**src/lmsdc_pkg.sv**
```systemverilog
// Shared constants of the LED matrix shutdown and detect control block
package lmsdc_pkg;
   localparam int unsigned ROWS = 8;
   localparam int unsigned COLS = 18;
   localparam int unsigned LEDS = ROWS * COLS;
   localparam int unsigned RESULT_BYTES = LEDS / 8;
   // Device register map (configuration page)
   localparam logic [7:0] REG_CONFIG = 8'h00;
   localparam logic [7:0] REG_GLOBAL_CURRENT = 8'h01;
   localparam logic [7:0] REG_PULL_SELECT = 8'h02;
   localparam logic [7:0] REG_RESULT_FIRST = 8'h03;
   localparam logic [7:0] REG_RESULT_LAST = 8'h1A;
   // Configuration fields
   localparam int unsigned CFG_SOFT_RUN_BIT = 0;
   localparam int unsigned CFG_DETECT_LSB = 1;
   localparam logic [1:0] DETECT_OFF = 2'h0;
   localparam logic [1:0] DETECT_OPEN = 2'h1;
   localparam logic [1:0] DETECT_SHORT = 2'h2;
   // Pull select fields: row strength low nibble, column strength high nibble
   localparam int unsigned PULL_ROW_LSB = 0;
   localparam int unsigned PULL_COL_LSB = 4;
   localparam logic [3:0] PULL_OFF = 4'h0;
   localparam logic [7:0] REG_RESET_VALUE = 8'h00;
   localparam logic [7:0] CURRENT_MIN = 8'h0F;
   localparam logic [7:0] CURRENT_MAX = 8'h40;
   localparam logic [1:0] SCAN_CYCLES_MIN = 2'h2;
   // Controller Avalon-MM map (byte addresses)
   localparam logic [3:0] AV_COMMAND = 4'h0;
   localparam logic [3:0] AV_STATUS = 4'h4;
   localparam logic [3:0] AV_PIN = 4'h8;
   localparam int unsigned CMD_ADDR_LSB = 8;
   localparam int unsigned CMD_READ_BIT = 16;
   localparam int unsigned ST_BUSY_BIT = 0;
   localparam int unsigned ST_PIN_BIT = 1;
   localparam int unsigned ST_WARN_PULL_BIT = 2;
   localparam int unsigned ST_WARN_DETECT_BIT = 3;
   localparam int unsigned ST_RDATA_LSB = 8;
   typedef enum logic [1:0] {
      DET_IDLE = 2'b00,
      DET_RUN = 2'b01,
      DET_DONE = 2'b10
   } lmsdc_det_t;
endpackage
```
**src/lmsdc_link_if.sv**
```systemverilog
// Register link and shutdown pin between controller and device
`timescale 1ns/1ns
`default_nettype none
interface lmsdc_link_if;
   logic shutdownPinN;
   logic reqValid;
   logic reqWrite;
   logic [7:0] reqAddr;
   logic [7:0] reqWdata;
   logic respValid;
   logic [7:0] respRdata;
   modport device (input shutdownPinN, input reqValid, input reqWrite, input reqAddr, input reqWdata,
                   output respValid, output respRdata);
   modport host (output shutdownPinN, output reqValid, output reqWrite, output reqAddr, output reqWdata,
                 input respValid, input respRdata);
endinterface
`default_nettype wire

```
**src/lmsdc_device.sv**
```systemverilog
// Device end: shutdown, register link, open/short detect and anti-ghost pulls
`timescale 1ns/1ns
`default_nettype none
module lmsdc_device (
   input wire logic clk,
   input wire logic rst,
   lmsdc_link_if.device link,
   input wire logic scanCycleEnd,
   input wire logic [lmsdc_pkg::ROWS-1:0] rowDriving,
   input wire logic [lmsdc_pkg::COLS-1:0] colDriving,
   input wire logic [lmsdc_pkg::LEDS-1:0] ledScaledOff,
   input wire logic [lmsdc_pkg::LEDS-1:0] openSense,
   input wire logic [lmsdc_pkg::LEDS-1:0] shortSense,
   output logic analogOn,
   output logic sinksOn,
   output logic [7:0] globalCurrentLevel,
   output logic [3:0] rowPullStrength,
   output logic [3:0] colPullStrength,
   output logic [lmsdc_pkg::ROWS-1:0] rowPullOn,
   output logic [lmsdc_pkg::COLS-1:0] colPullOn,
   output logic detectBusy
);
   logic pinLevel;
   logic pinRise;
   logic [7:0] configReg;
   logic [7:0] globalCurrentReg;
   logic [7:0] pullSelect;
   logic [lmsdc_pkg::LEDS-1:0] faultBits;
   logic [1:0] prevDetect;
   logic [1:0] scanCount;
   lmsdc_pkg::lmsdc_det_t detState;
   logic [1:0] detectField;
   logic softRun;
   logic linkWrite;

   // Results read from the fault array, zero past its end
   function automatic logic [7:0] resultByte(input logic [7:0] addr,
                                             input logic [lmsdc_pkg::LEDS-1:0] bits);
      logic [7:0] idx;
      resultByte = 8'h00;
      idx = addr - lmsdc_pkg::REG_RESULT_FIRST;
      if (idx < 8'(lmsdc_pkg::RESULT_BYTES)) begin
         resultByte = bits[idx*8 +: 8];
      end
   endfunction

   function automatic logic [7:0] readReg(input logic [7:0] addr, input logic [7:0] cfg,
                                          input logic [7:0] gcl, input logic [7:0] pul,
                                          input logic [lmsdc_pkg::LEDS-1:0] bits);
      readReg = 8'h00;
      if (addr == lmsdc_pkg::REG_CONFIG) begin
         readReg = cfg;
      end else if (addr == lmsdc_pkg::REG_GLOBAL_CURRENT) begin
         readReg = gcl;
      end else if (addr == lmsdc_pkg::REG_PULL_SELECT) begin
         readReg = pul;
      end else if (addr >= lmsdc_pkg::REG_RESULT_FIRST && addr <= lmsdc_pkg::REG_RESULT_LAST) begin
         readReg = resultByte(addr, bits);
      end
   endfunction

   lmsdc_pin_sync pinSync (
      .clk(clk),
      .rst(rst),
      .pinIn(link.shutdownPinN),
      .level(pinLevel),
      .rise(pinRise)
   );

   assign detectField = configReg[lmsdc_pkg::CFG_DETECT_LSB +: 2];
   assign softRun = configReg[lmsdc_pkg::CFG_SOFT_RUN_BIT];
   // Accepted only when idle so a request is served exactly once
   assign linkWrite = link.reqValid & link.reqWrite & ~link.respValid & ~pinRise;

   // Link answers one cycle after a request, whatever the shutdown state, except that a pin-rise cycle drops the answer
   always_ff @(posedge clk) begin
      if (rst) begin
         link.respValid <= 1'b0;
         link.respRdata <= 8'h00;
      end else if (pinRise) begin
         link.respValid <= 1'b0;
         link.respRdata <= 8'h00;
      end else if (link.reqValid & ~link.respValid) begin
         link.respValid <= 1'b1;
         link.respRdata <= readReg(link.reqAddr, configReg, globalCurrentReg, pullSelect, faultBits);
      end else begin
         link.respValid <= 1'b0;
      end
   end

   // Registers change only by link writes or reset, never by shutdown
   always_ff @(posedge clk) begin
      if (rst) begin
         configReg <= lmsdc_pkg::REG_RESET_VALUE;
         globalCurrentReg <= lmsdc_pkg::REG_RESET_VALUE;
         pullSelect <= lmsdc_pkg::REG_RESET_VALUE;
      end else if (linkWrite) begin
         if (link.reqAddr == lmsdc_pkg::REG_CONFIG) begin
            configReg <= link.reqWdata;
         end
         if (link.reqAddr == lmsdc_pkg::REG_GLOBAL_CURRENT) begin
            globalCurrentReg <= link.reqWdata;
         end
         if (link.reqAddr == lmsdc_pkg::REG_PULL_SELECT) begin
            pullSelect <= link.reqWdata;
         end
      end
   end

   // One-shot detection; DONE holds until the field returns to off
   always_ff @(posedge clk) begin
      if (rst) begin
         detState <= lmsdc_pkg::DET_IDLE;
         prevDetect <= lmsdc_pkg::DETECT_OFF;
         scanCount <= 2'h0;
      end else begin
         prevDetect <= detectField;
         case (detState)
            lmsdc_pkg::DET_IDLE: begin
               scanCount <= 2'h0;
               if (prevDetect == lmsdc_pkg::DETECT_OFF &&
                   (detectField == lmsdc_pkg::DETECT_OPEN || detectField == lmsdc_pkg::DETECT_SHORT)) begin
                  detState <= lmsdc_pkg::DET_RUN;
               end
            end
            lmsdc_pkg::DET_RUN: begin
               if (detectField == lmsdc_pkg::DETECT_OFF) begin
                  detState <= lmsdc_pkg::DET_IDLE;
               end else if (scanCycleEnd) begin
                  scanCount <= scanCount + 2'h1;
                  if (scanCount + 2'h1 == lmsdc_pkg::SCAN_CYCLES_MIN) begin
                     detState <= lmsdc_pkg::DET_DONE;
                  end
               end
            end
            lmsdc_pkg::DET_DONE: begin
               if (detectField == lmsdc_pkg::DETECT_OFF) begin
                  detState <= lmsdc_pkg::DET_IDLE;
               end
            end
            default: begin
               detState <= lmsdc_pkg::DET_IDLE;
            end
         endcase
      end
   end

   // Capture at the closing scan edge, per LED
   genvar led;
   generate
      for (led = 0; led < lmsdc_pkg::LEDS; led++) begin : gCapture
         always_ff @(posedge clk) begin
            if (rst) begin
               faultBits[led] <= 1'b0;
            end else if (detState == lmsdc_pkg::DET_RUN && scanCycleEnd &&
                         detectField != lmsdc_pkg::DETECT_OFF &&
                         scanCount + 2'h1 == lmsdc_pkg::SCAN_CYCLES_MIN && !ledScaledOff[led]) begin
               faultBits[led] <= (detectField == lmsdc_pkg::DETECT_OPEN) ? openSense[led] : shortSense[led];
            end
         end
      end
   endgenerate

   always_ff @(posedge clk) begin
      if (rst) begin
         detectBusy <= 1'b0;
      end else begin
         detectBusy <= (detState == lmsdc_pkg::DET_RUN);
      end
   end

   // Power state: pin low stops analog, soft-run low blanks sinks
   always_ff @(posedge clk) begin
      if (rst) begin
         analogOn <= 1'b0;
         sinksOn <= 1'b0;
         globalCurrentLevel <= lmsdc_pkg::REG_RESET_VALUE;
      end else begin
         analogOn <= pinLevel;
         sinksOn <= pinLevel & softRun;
         globalCurrentLevel <= globalCurrentReg;
      end
   end

   // Pulls follow the select register and only touch idle lines
   always_ff @(posedge clk) begin
      if (rst) begin
         rowPullStrength <= lmsdc_pkg::PULL_OFF;
         colPullStrength <= lmsdc_pkg::PULL_OFF;
      end else begin
         rowPullStrength <= pullSelect[lmsdc_pkg::PULL_ROW_LSB +: 4];
         colPullStrength <= pullSelect[lmsdc_pkg::PULL_COL_LSB +: 4];
      end
   end

   genvar r;
   generate
      for (r = 0; r < lmsdc_pkg::ROWS; r++) begin : gRowPull
         always_ff @(posedge clk) begin
            if (rst) begin
               rowPullOn[r] <= 1'b0;
            end else begin
               // Analog off means no pull current either
               rowPullOn[r] <= pinLevel && !rowDriving[r] &&
                               pullSelect[lmsdc_pkg::PULL_ROW_LSB +: 4] != lmsdc_pkg::PULL_OFF;
            end
         end
      end
   endgenerate

   genvar c;
   generate
      for (c = 0; c < lmsdc_pkg::COLS; c++) begin : gColPull
         always_ff @(posedge clk) begin
            if (rst) begin
               colPullOn[c] <= 1'b0;
            end else begin
               colPullOn[c] <= pinLevel && !colDriving[c] &&
                               pullSelect[lmsdc_pkg::PULL_COL_LSB +: 4] != lmsdc_pkg::PULL_OFF;
            end
         end
      end
   endgenerate
endmodule // lmsdc_device
`default_nettype wire

```
**src/lmsdc_pin_sync.sv**
```systemverilog
// Two-stage pin synchroniser with rising-edge pulse
`timescale 1ns/1ns
`default_nettype none
module lmsdc_pin_sync (
   input wire logic clk,
   input wire logic rst,
   input wire logic pinIn,
   output logic level,
   output logic rise
);
   logic stage1;
   logic stage2;
   always_ff @(posedge clk) begin
      if (rst) begin
         stage1 <= 1'b0;
         stage2 <= 1'b0;
      end else begin
         stage1 <= pinIn;
         stage2 <= stage1;
      end
   end
   always_ff @(posedge clk) begin
      if (rst) begin
         level <= 1'b0;
         rise <= 1'b0;
      end else begin
         level <= stage2;
         rise <= stage2 & ~level;
      end
   end
endmodule // lmsdc_pin_sync
`default_nettype wire

```
**src/flat_wrapper.sv**
```systemverilog
// flat-port wrapper written by rule: the top's interface ports become plain ports
module lmsdc_device_flat 
  (clk, rst, scanCycleEnd, rowDriving, colDriving, ledScaledOff, openSense, shortSense, analogOn, sinksOn, globalCurrentLevel, rowPullStrength, colPullStrength, rowPullOn, colPullOn, detectBusy, link_shutdownPinN, link_reqValid, link_reqWrite, link_reqAddr, link_reqWdata, link_respValid, link_respRdata);
  lmsdc_link_if link_i ();
  input wire logic clk;
  input wire logic rst;
  input wire logic scanCycleEnd;
  input wire logic [lmsdc_pkg::ROWS-1:0] rowDriving;
  input wire logic [lmsdc_pkg::COLS-1:0] colDriving;
  input wire logic [lmsdc_pkg::LEDS-1:0] ledScaledOff;
  input wire logic [lmsdc_pkg::LEDS-1:0] openSense;
  input wire logic [lmsdc_pkg::LEDS-1:0] shortSense;
  output logic analogOn;
  output logic sinksOn;
  output logic [7:0] globalCurrentLevel;
  output logic [3:0] rowPullStrength;
  output logic [3:0] colPullStrength;
  output logic [lmsdc_pkg::ROWS-1:0] rowPullOn;
  output logic [lmsdc_pkg::COLS-1:0] colPullOn;
  output logic detectBusy;
  input wire logic [$bits(link_i.shutdownPinN)-1:0] link_shutdownPinN;
  input wire logic [$bits(link_i.reqValid)-1:0] link_reqValid;
  input wire logic [$bits(link_i.reqWrite)-1:0] link_reqWrite;
  input wire logic [$bits(link_i.reqAddr)-1:0] link_reqAddr;
  input wire logic [$bits(link_i.reqWdata)-1:0] link_reqWdata;
  output wire logic [$bits(link_i.respValid)-1:0] link_respValid;
  output wire logic [$bits(link_i.respRdata)-1:0] link_respRdata;
  assign link_i.shutdownPinN = link_shutdownPinN;
  assign link_i.reqValid = link_reqValid;
  assign link_i.reqWrite = link_reqWrite;
  assign link_i.reqAddr = link_reqAddr;
  assign link_i.reqWdata = link_reqWdata;
  assign link_respValid = link_i.respValid;
  assign link_respRdata = link_i.respRdata;
  lmsdc_device u_core (.clk(clk), .rst(rst), .link(link_i), .scanCycleEnd(scanCycleEnd), .rowDriving(rowDriving), .colDriving(colDriving), .ledScaledOff(ledScaledOff), .openSense(openSense), .shortSense(shortSense), .analogOn(analogOn), .sinksOn(sinksOn), .globalCurrentLevel(globalCurrentLevel), .rowPullStrength(rowPullStrength), .colPullStrength(colPullStrength), .rowPullOn(rowPullOn), .colPullOn(colPullOn), .detectBusy(detectBusy));
endmodule
```
**config.mk**
```make
export PLATFORM = sky130hd
export DESIGN_NAME = lmsdc_device_flat
export DESIGN_NICKNAME = d
export VERILOG_FILES = /design/src/lmsdc_pkg.sv /design/src/lmsdc_link_if.sv /design/src/lmsdc_device.sv /design/src/lmsdc_pin_sync.sv /design/src/flat_wrapper.sv
export SDC_FILE = /design/constraint.sdc
export NUM_CORES = 1
export LEC_CHECK = 0
export ABC_AREA = 1
export BUFFER_PORTS_ARGS = -buffer_cell sky130_fd_sc_hd__buf_4
export CAP_MARGIN = 15
export CELL_PAD_IN_SITES_DETAIL_PLACEMENT = 1
export CELL_PAD_IN_SITES_GLOBAL_PLACEMENT = 1
export CORE_AREA = 2 2 207 209
export CTS_CLUSTER_DIAMETER = 50
export DETAILED_ROUTE_END_ITERATION = 12
export DIE_AREA = 0 0 209 211
export GPL_TIMING_DRIVEN = 1
export PLACE_DENSITY_LB_ADDON = 0.1
export SETUP_SLACK_MARGIN = 0.5
export SKIP_CTS_REPAIR_TIMING = 1
export SYNTH_ARGS = -nofsm -noshare
export SYNTH_HDL_FRONTEND = slang
export SYNTH_SLANG_ARGS = --single-unit
export TNS_END_PERCENT = 20
```
**constraint.sdc**
```tcl
create_clock -name clk -period 5.3 [get_ports clk]
set_clock_uncertainty 0.15 [all_clocks]
set_input_delay 1.325 -clock clk [delete_from_list [all_inputs] [get_ports clk]]
set_output_delay 1.325 -clock clk [all_outputs]
set_load 0.01 [all_outputs]
```
==> flow_summary.toml, run 1 <==
[power_and_ir_drop]
clock_power_share_pct = 50.5
power.density_nw_per_um2 = 271
ir_drop_mv = 0.150
pwr-share-seq_pct = 38.0
leakage_nw = 7.45
switchingPower_w = 0.00111
combPwrFrac_pct = 11.5
p_sw_share_pct = 24.0
p_int_w = 0.00349

[clocking]
clk_pin_slew_ns = 0.05
clkLatencyLatePin_ns = 0.54
cts.path.max_buffers = 3
cts_buffers = 35
numClockSinks = 232
h-tree-depth = 2
root_buffer = "clkbuf_16"
cts_tree = "built"

[floorplanning]
start_util_pct = 27.3
row_count = 75
core_area_sq_um = 41800
dieArea_sq_um = 44100
die_h_microns = 211
ios = 534
die_x_microns = 209

[placed_design]
place_ws_ns = 1.23
hpwl_microns = 41900
place_congestion = 0.879
dpl-instance-area_sq_um = 15800
placedCellCount = 2542
port-buffer-count = 533

[critical_path]
worst-path-max-fanout = 75
start_kind = "input port"
cp-endpoint = "u_core.link.respRdata[1]"
r2r-end = "u_core.faultBits[94]"
rr_startpoint = "u_core.configReg[1]"
reg2regPathDepth = 8
worst-setup-path-type = "input port to flop"
crit_path_end_kind = "flop"
critical_path.startpoint = "link_reqAddr[0]"
required_ns = 5.55
rrSetupSlack_ns = 2.28
cp.arrival_ns = 3.77

[sta]
tns_ns = 0
max_freq_mhz = 285
report.final.slew_viol_count = 0
hold_violations = 0
slew_headroom_pct = 26.3
fin_crit_sh_pct = 66.3
min_period_ns = 3.51
rsz0062_at_grt = "false"
setup_ws_ns = 1.79
whs_ns = 0.270
worst_pin_slew_ns = 1.10
setup-violations-final = 0

[synthesis]
yosysSeqAreaShare_pct = 40.8
synth_fp_nets = 2034
avgSynthCellArea_sq_um = 7.37
synth.distinct_cells = 35
yosys_warnings = 0
syn_area_sq_um = 11400
synth_seq_cells = 232
syn_inst = 1547

[flow_run]
cap_viol_max_count = 0

[grt]
met3_usage_pct = 5.37
grt_pass1_vias = 13100
use_met1_pct = 29.2
gr-usage-met2_pct = 40.4
grt_max_degree = 131
overflow = 0
grt_usage_pct = 23.3
grt_first_pass_wirelength_microns = 78000
antenna_found_initial = 0
busiest_layer = "met2"

[cells_and_area]
drive_gt1_share_pct = 31.4
nFillCells = 5175
instances_no_fill = 2604
fin_nets = 2527
final_area_sq_um = 17000
area_delta_synth_final_pct = 49.1
antenna_cells = 0
regArea_sq_um = 4640
multi_input_comb_area_sq_um = 6150

[status]
status = "finished, final reports clean"

[routing]
drt_wl_total_microns = 52500
drtAntennaViolNets = 0
vias = 12500
drtIter0Drc = 544
first_pass_iters = 5
vias_per_cell = 4.81
wl_per_cell_microns = 20.2
drc = 0

[min_path]
worstHoldPathType = "flop to flop"
[cell usage after synthesis, drive strengths merged]
| master | count | area (sq um) |
|---|---|---|
| nor2 | 285 | 1090 |
| dfxtp | 232 | 4640 |
| nand2 | 201 | 787 |
| a21oi | 198 | 991 |
| o21ai | 179 | 900 |
| mux2i | 145 | 1450 |
| nand3 | 108 | 566 |
| inv | 72 | 270 |
| buf | 43 | 218 |
| clkbuf | 41 | 155 |
| or2 | 18 | 113 |
| ha | 7 | 87.6 |
| nor3 | 6 | 35.0 |
| a31oi | 2 | 12.5 |
| clkinv | 2 | 7.51 |
| nand4 | 2 | 12.5 |
| o41ai | 2 | 25.0 |
| and2 | 1 | 6.26 |
| and3 | 1 | 6.26 |
| o31ai | 1 | 7.51 |
| or4 | 1 | 7.51 |
[per-stage QoR]
stage / total power (W) / utilization (%)
after floorplan: 0.00197 / -
after global placement: 0.00231 / 37.9
after detailed placement: 0.00232 / 37.9
after CTS: 0.00468 / 40.7
after global routing: 0.00480 / 40.7
final: 0.00460 / 40.7
[power groups by stage]
stage,clock network [W],registers [W],logic [W]
2_1_floorplan,0,0.00179,0.000188
3_3_place_gp,0,0.00179,0.000526
3_5_place_dp,0,0.00179,0.000535
4_1_cts,0.00239,0.00175,0.000537
5_1_grt,0.00248,0.00175,0.000581
6_report,0.00232,0.00175,0.000530
[worst min-delay path by stage]
stage,start,end,slack [ns],cells past startpoint
final,u_core.pinSync.stage1,u_core.pinSync.stage2,0.27,2
after global routing,u_core.pinSync.stage1,u_core.pinSync.stage2,0.30,2
after CTS,u_core.pinSync.stage1,u_core.pinSync.stage2,0.27,2
after detailed placement,u_core.pinSync.stage1,u_core.pinSync.stage2,0.26,2
after global placement,u_core.pinSync.level,u_core.pinSync.rise,0.27,1
after floorplan,u_core.pinSync.stage1,u_core.pinSync.stage2,0.24,2
[cell type report]
class	instances	area share, %
multi-input combinational	1157	36.2
sequential	232	27.3
timing repair buffer	540	24.0
clock buffer	46	5.70
tap	539	3.97
inverter	74	1.66
clock inverter	16	1.17
[worst max-delay path, stage by stage]
cell	delay, ns
buf_4	0.09
buf_4	0.59
ha_1	0.29
inv_1	0.11
nand2_2	0.13
nand2_4	0.15
inv_2	0.29
nand3_1	0.13
nand3_1	0.10
nand3_1	0.11
nand3_1	0.15
nand2_1	0.07
nand2_1	0.06
nand2_1	0.05
nand2_1	0.06
a21oi_1	0.05
[cell usage in the layout, fill, tap and decap left out, types with 3 or more instances in the layout]
master       n
mux2i_1    145
clkbuf_1     7
nand2_2      6
nor2_1     277
or2_2       17
nand3_2      5
clkbuf_16   36
inv_1       64
inv_2        6
nand3_1    103
o21ai_0    178
nand2_1    192
buf_4      538
dfxtp_1    232
bufinv_16    3
ha_1         5
nor2_2       7
clkbuf_8     3
nor3_1       5
clkinv_2     5
a21oi_1    198
[logic make-up (layout without fill, tap and decap cells)]
logic type	after synthesis	count (layout)	synth area share, %
DFF	232	232	40.8
AOI/OAI and AO/OA	382	382	17.0
adders and majority gates	7	7	0.768
muxes	145	145	12.7
and+or+nand+nor	623	623	23.1
buffers and inverters	158	676	5.71
[state kept, by name (all words and copies together) (netlist names), 4 cells and up]
name                       flops
u_core.rowPullOn               8
u_core.globalCurrentLevel      8
u_core.colPullOn              18
u_core.rowPullStrength         4
u_core.colPullStrength         4
u_core.link.respRdata          8
u_core.globalCurrentReg        8
u_core.pullSelect              8
u_core.configReg               8
u_core.faultBits             144
[metal layers]
metal / part of all wire [%] / up-vias
met5: 0 / -
met3: 6.1 / 53
met1: 44 / 5892
li1: - / 6207
met2: 48 / 376
met4: 1.6 / 0
Note: power is estimated with default switching activity, not from simulation.
==> run 2: changes to the inputs <==
--- a/config.mk
+++ b/config.mk
@@ -10,10 +10,10 @@
 export CAP_MARGIN = 15
 export CELL_PAD_IN_SITES_DETAIL_PLACEMENT = 1
 export CELL_PAD_IN_SITES_GLOBAL_PLACEMENT = 1
-export CORE_AREA = 2 2 207 209
+export CORE_AREA = 2 2 210 212
 export CTS_CLUSTER_DIAMETER = 50
 export DETAILED_ROUTE_END_ITERATION = 12
-export DIE_AREA = 0 0 209 211
+export DIE_AREA = 0 0 212 214
 export GPL_TIMING_DRIVEN = 1
 export PLACE_DENSITY_LB_ADDON = 0.1
 export SETUP_SLACK_MARGIN = 0.5
==> constraint.sdc (replaced) <==
create_clock -name clk -period 3.3 [get_ports clk]
set_clock_uncertainty 0.15 [all_clocks]
set_input_delay 0.825 -clock clk [delete_from_list [all_inputs] [get_ports clk]]
set_output_delay 0.825 -clock clk [all_outputs]
set_load 0.01 [all_outputs]
==> run 2 against run 1 <==
Compared with the run above:
- sequential power is 61% higher
- first-iteration DRC count is 13% lower
- utilization is 0.48 points lower
- largest power group unchanged
==> flow_summary.toml, run 2 (synthesis gave the netlist of run 1 again) <==
[cells_and_area]
antenna_cells = 0
multi_input_comb_area_sq_um = 6170
final_common_cell = "buf_4"
regMostFlops = "u_core.faultBits"
fin_nets = 2543
drive_gt1_share_pct = 32.1
regArea_sq_um = 4640
layout_common_cells = "buf_4, nor2_1, dfxtp_1"
area_delta_synth_final_pct = 51.3
largest_reg_flops = 144
reg.largest.list = "u_core.faultBits: 144 flops, u_core.colPullOn: 18 flops"
nFillCells = 5277

[sta]
hold_violations = 0
setup_ws_ns = 0.744
tns_ns = 0
setup-violations-final = 0
slew_headroom_pct = 27.0
report.final.slew_viol_count = 0
fin_crit_sh_pct = 77.4
max_freq_mhz = 391
rsz0062_at_grt = "false"
worst_pin_slew_ns = 1.09
min_period_ns = 2.56

[routing]
first_pass_iters = 5
drc = 0
drtIter0Drc = 471
wl_per_cell_microns = 20.6
vias = 12600
drt_wl_total_microns = 54800
vias_per_cell = 4.72
drtAntennaViolNets = 0

[clocking]
cts_buffers = 34
clkLatencyLatePin_ns = 0.54
h-tree-depth = 2
root_buffer = "clkbuf_16"
clk_pin_slew_ns = 0.06
cts.path.max_buffers = 3
cts_tree = "built"
numClockSinks = 232

[power_and_ir_drop]
leakage_nw = 7.57
power.density_nw_per_um2 = 434
p_sw_share_pct = 24.0
clock_power_share_pct = 51.0
p_int_w = 0.00569
pwr-share-seq_pct = 37.5
combPwrFrac_pct = 11.5
switchingPower_w = 0.00179
ir_drop_mv = 0.259

[critical_path]
start_kind = "flop"
cp.arrival_ns = 2.87
crit_path_end_kind = "flop"
required_ns = 3.61
rrSetupSlack_ns = 0.74
worst-path-max-fanout = 40
worst-setup-path-type = "flop to flop"

[flow_run]
cap_viol_max_count = 0

[placed_design]
hpwl_microns = 43800
port-buffer-count = 533
place_congestion = 0.842
place_ws_ns = 0.235

[floorplanning]
die_h_microns = 214
row_count = 76
start_util_pct = 26.6
core_area_sq_um = 42900
die_x_microns = 212
dieArea_sq_um = 45400
ios = 534

[status]
status = "finished, final reports clean"

[grt]
antenna_found_initial = 1
grt_usage_pct = 23.5
grt_max_degree = 82
grt_pass1_vias = 13400
grt_first_pass_wirelength_microns = 80300
overflow = 0

[min_path]
worstHoldPathType = "flop to flop"
## run 2: cell count changes in the layout (fill, tap and decap cells not counted), sizes merged, moves of 2 or more
| cell | before | now |
|---|---|---|
| inv | 75 | 77 |
| clkbuf | 46 | 41 |
| buf | 540 | 556 |
| bufinv | 3 | 5 |
## run 2: worst max-delay path, stage by stage (launching register included)
cell and delay (ns):
dfxtp_1 0.38, inv_1 0.11, ha_1 0.30, nor3_4 0.46, nand2_4 0.46, nor2_1 0.32, o21ai_0 0.12, a21oi_1 0.14
## run 2: layout make-up
cell class	instances	share of cell area, %
Timing Repair Buffer	556	24.6
Inverter	74	1.63
Tap cell	585	4.24
Clock inverter	20	1.57
Sequential cell	232	26.9
Multi-Input combinational cell	1158	35.8
Clock buffer	41	5.32
## run 2: per-stage QoR
stage	cell area (sq um)	instances	power [W]	hold slack, ns	utilization (%)
6_report	17200	2666	0.00749	0.258	40.2
5_1_grt	17200	2666	0.00779	0.256	40.2
4_1_cts	17200	2665	0.00760	0.252	40.2
3_5_place_dp	16000	2604	0.00374	0.251	37.4
3_3_place_gp	16000	2604	0.00372	0.255	37.4
2_1_floorplan	11400	1547	0.00317	0.238	-
## run 2: per-layer routing
layer / vias up / global-route usage (%) / routed length [microns]
li1: 6228 / - / -
met4: 0 / 5.49 / 877
met2: 363 / 41.8 / 27100
met5: - / 0 / 0
met3: 44 / 4.25 / 2950
met1: 5948 / 29.1 / 23900
## run 2: path summary, 6_finish.rpt
kind                         startpoint                     to  cells after the start
hold reg to reg   u_core.pinSync.stage1  u_core.pinSync.stage2                      2
hold / removal    u_core.pinSync.stage1  u_core.pinSync.stage2                      2
setup reg to reg    u_core.configReg[1]  u_core.faultBits[106]                      7
setup / recovery    u_core.configReg[1]  u_core.faultBits[106]                      7
## run 2: power by group through the flow
stage	combinational, W	clock [W]	sequential, W
4_1_cts	0.000872	0.00392	0.00281
3_3_place_gp	0.000855	0	0.00287
2_1_floorplan	0.000304	0	0.00287
3_5_place_dp	0.000868	0	0.00287
5_1_grt	0.000944	0.00404	0.00281
6_report	0.000861	0.00382	0.00281
==> run 3: changes to the inputs <==
--- a/config.mk
+++ b/config.mk
@@ -5,15 +5,15 @@
 export SDC_FILE = /design/constraint.sdc
 export NUM_CORES = 1
 export LEC_CHECK = 0
-export ABC_AREA = 1
+export ABC_AREA = 0
 export BUFFER_PORTS_ARGS = -buffer_cell sky130_fd_sc_hd__buf_4
 export CAP_MARGIN = 15
 export CELL_PAD_IN_SITES_DETAIL_PLACEMENT = 1
 export CELL_PAD_IN_SITES_GLOBAL_PLACEMENT = 1
-export CORE_AREA = 2 2 210 212
+export CORE_AREA = 2 2 209 211
 export CTS_CLUSTER_DIAMETER = 50
 export DETAILED_ROUTE_END_ITERATION = 12
-export DIE_AREA = 0 0 212 214
+export DIE_AREA = 0 0 211 213
 export GPL_TIMING_DRIVEN = 1
 export PLACE_DENSITY_LB_ADDON = 0.1
 export SETUP_SLACK_MARGIN = 0.5
==> constraint.sdc (replaced) <==
create_clock -name clk -period 2.37 [get_ports clk]
set_clock_uncertainty 0.15 [all_clocks]
set_input_delay 0.5925 -clock clk [delete_from_list [all_inputs] [get_ports clk]]
set_output_delay 0.5925 -clock clk [all_outputs]
set_load 0.01 [all_outputs]
==> run 3 against run 2 <==
Compared with the run above:
- clock power increased by 52%
- critical endpoint is now u_core.link.respRdata[0]
- total power increased by 47%
- register-to-register slack got worse by 0.42 ns
- non-clock buffer count increased by 116
- die area decreased by 0.94%
- sequential share of layout area decreased by 2.6 points
- worst setup slack got worse by 0.65 ns
- largest power group unchanged
- global-route usage decreased by 0.15 points
- cell count decreased by 7.1%
==> flow_summary.toml, run 3 <==
[sta]
slew_headroom_pct = 45.3
rsz0062_at_grt = "true"
max_freq_mhz = 439
min_period_ns = 2.28
setup-violations-final = 0
report.final.slew_viol_count = 0
fin_crit_sh_pct = 96.1
worst_pin_slew_ns = 0.812
hold_violations = 0

[clocking]
cts_buffers = 37
h-tree-depth = 2
clkLatencyLatePin_ns = 0.52
cts_tree = "built"
root_buffer = "clkbuf_16"
cts.path.max_buffers = 3
clk_pin_slew_ns = 0.06
numClockSinks = 232

[floorplanning]
dieArea_sq_um = 44900
core_area_sq_um = 42700
die_h_microns = 213
die_x_microns = 211
ios = 534
start_util_pct = 26.5
row_count = 76

[synthesis]
synth.distinct_cells = 57
yosys-top-cells-area = "dfxtp_1, mux2i_1, nor2_1"
synthTopCellsByCount = "nor2_1, dfxtp_1, mux2i_1"
synth_fp_nets = 1761
syn_inst = 1274
synth_most_common_cell = "nor2_1"
syn_area_sq_um = 11300
synth_seq_cells = 232
synth_top_area_share_pct = 41.0
ys_dominant_reg_cell = "dfxtp_1"
yosysTopAreaCell = "dfxtp_1"
avgSynthCellArea_sq_um = 8.89
ys_async_sr_fraction_pct = 0
yosys_warnings = 0
yosysSeqAreaShare_pct = 41.0
synth_edf_count = 0

[flow_run]
cap_viol_max_count = 0

[cells_and_area]
drive_gt1_share_pct = 45.2
instances_no_fill = 2478
reg.largest.list = "u_core.faultBits: 144 flops, u_core.colPullOn: 18 flops"
nFillCells = 4910
largest_reg_flops = 144
regMostFlops = "u_core.faultBits"
area_delta_synth_final_pct = 68.7
layout_common_cells = "buf_4, nor2_1, dfxtp_1"
final_common_cell = "buf_4"
fin_nets = 2390
post-route-util_pct = 44.8

[grt]
grt_usage_pct = 23.3
grt_first_pass_wirelength_microns = 77700
overflow = 0
grt_max_degree = 136
antenna_found_initial = 3
grt_pass1_vias = 12500

[critical_path]
worst-path-max-fanout = 7
crit_path_end_kind = "flop"
timing.critical_path.buf_inv = 4
critPathMaxStageDelay_ns = 0.49
worst-setup-path-type = "input port to flop"
start_kind = "input port"
required_ns = 2.62
cp_cell_sequence = "buf_8 -> buf_6 -> clkinv_8 -> ha_4 -> buf_6 -> mux4_2 -> mux2i_2 -> o22ai_2 -> o311ai_2 -> o21ai_1"
critPathSlowestCell = "mux4_2"
crit_path_frequent_cell = "buf_6"
cp.arrival_ns = 2.53
crit_family = "multiplexers"

[routing]
drt_wl_total_microns = 56600
vias = 12100
first_pass_iters = 4
drtAntennaViolNets = 0
drc = 0
drtIter0Drc = 453
vias_per_cell = 4.88
wl_per_cell_microns = 22.8

[placed_design]
placedCellCount = 2381
place_congestion = 0.806
hpwl_microns = 44700
port-buffer-count = 533

[power_and_ir_drop]
power.density_nw_per_um2 = 575
leakage_nw = 7.64
ir_drop_mv = 0.372

[status]
status = "finished, final reports clean"

[min_path]
worstHoldPathType = "input port to flop"
==> run 3: per-layer routing <==
layer	GRT usage (%)	vias up	part of all wire, %
met4	6.56	2	2.4
met5	0	-	0.019
li1	-	5856	-
met3	4.52	66	5.0
met2	42.6	355	53
met1	27.6	5805	40
==> run 3: final timing paths <==
check	depth (start not counted)	from	to	slack (ns)
max	10	link_reqAddr[0]	u_core.link.respRdata[0]	0.09
min	2	rowDriving[3]	u_core.rowPullOn[3]	0.07
max reg2reg	10	u_core.configReg[1]	u_core.faultBits[83]	0.32
min reg2reg	1	u_core.pinSync.level	u_core.pinSync.rise	0.26
==> run 3: stage by stage <==
| step | TNS (ns) | total power, W | instance area (sq um) | setup slack, ns | hold WS (ns) |
|---|---|---|---|---|---|
| 3_5_place_dp | -6.61 | 0.00525 | 16700 | -0.562 | 0.262 |
| 3_3_place_gp | -5.93 | 0.00524 | 16700 | -0.521 | 0.244 |
| 4_1_cts | -0.0405 | 0.0111 | 18100 | -0.0225 | 0.0513 |
| 5_1_grt | 0 | 0.0114 | 19100 | 0.0411 | 0.0576 |
| 6_report | 0 | 0.0110 | 19100 | 0.0935 | 0.0686 |
| 2_1_floorplan | -2.43 | 0.00437 | 11400 | -0.388 | 0.234 |
==> run 3: cell type report <==
class	instances	area, sq um	area share [%]
Timing Repair Buffer	672	5520	28.9
Clock buffer	47	1040	5.47
Antenna cell	2	5.00	0.0262
Inverter	13	61.3	0.321
Multi-Input combinational cell	947	6870	36.0
Sequential cell	232	4650	24.3
Clock inverter	19	278	1.45
Tap cell	546	683	3.57
==> run 3: report_power, final <==
group / switching, W / internal [W] / leakage, nW / total, W
registers: 0.0000108 / 0.00391 / 1.87 / 0.00392
clock network: 0.00208 / 0.00371 / 0.640 / 0.00579
logic: 0.000518 / 0.000763 / 5.13 / 0.00128
==> run 3: cells by family after synthesis <==
| group | Yosys count | synth area share, % |
|---|---|---|
| compound gates | 251 | 15.6 |
| fa+ha+maj | 7 | 0.773 |
| mux | 193 | 20.6 |
| xor+xnor | 3 | 0.298 |
| buf+inv | 95 | 3.34 |
| simple gates | 493 | 18.4 |
| flops | 232 | 41.0 |
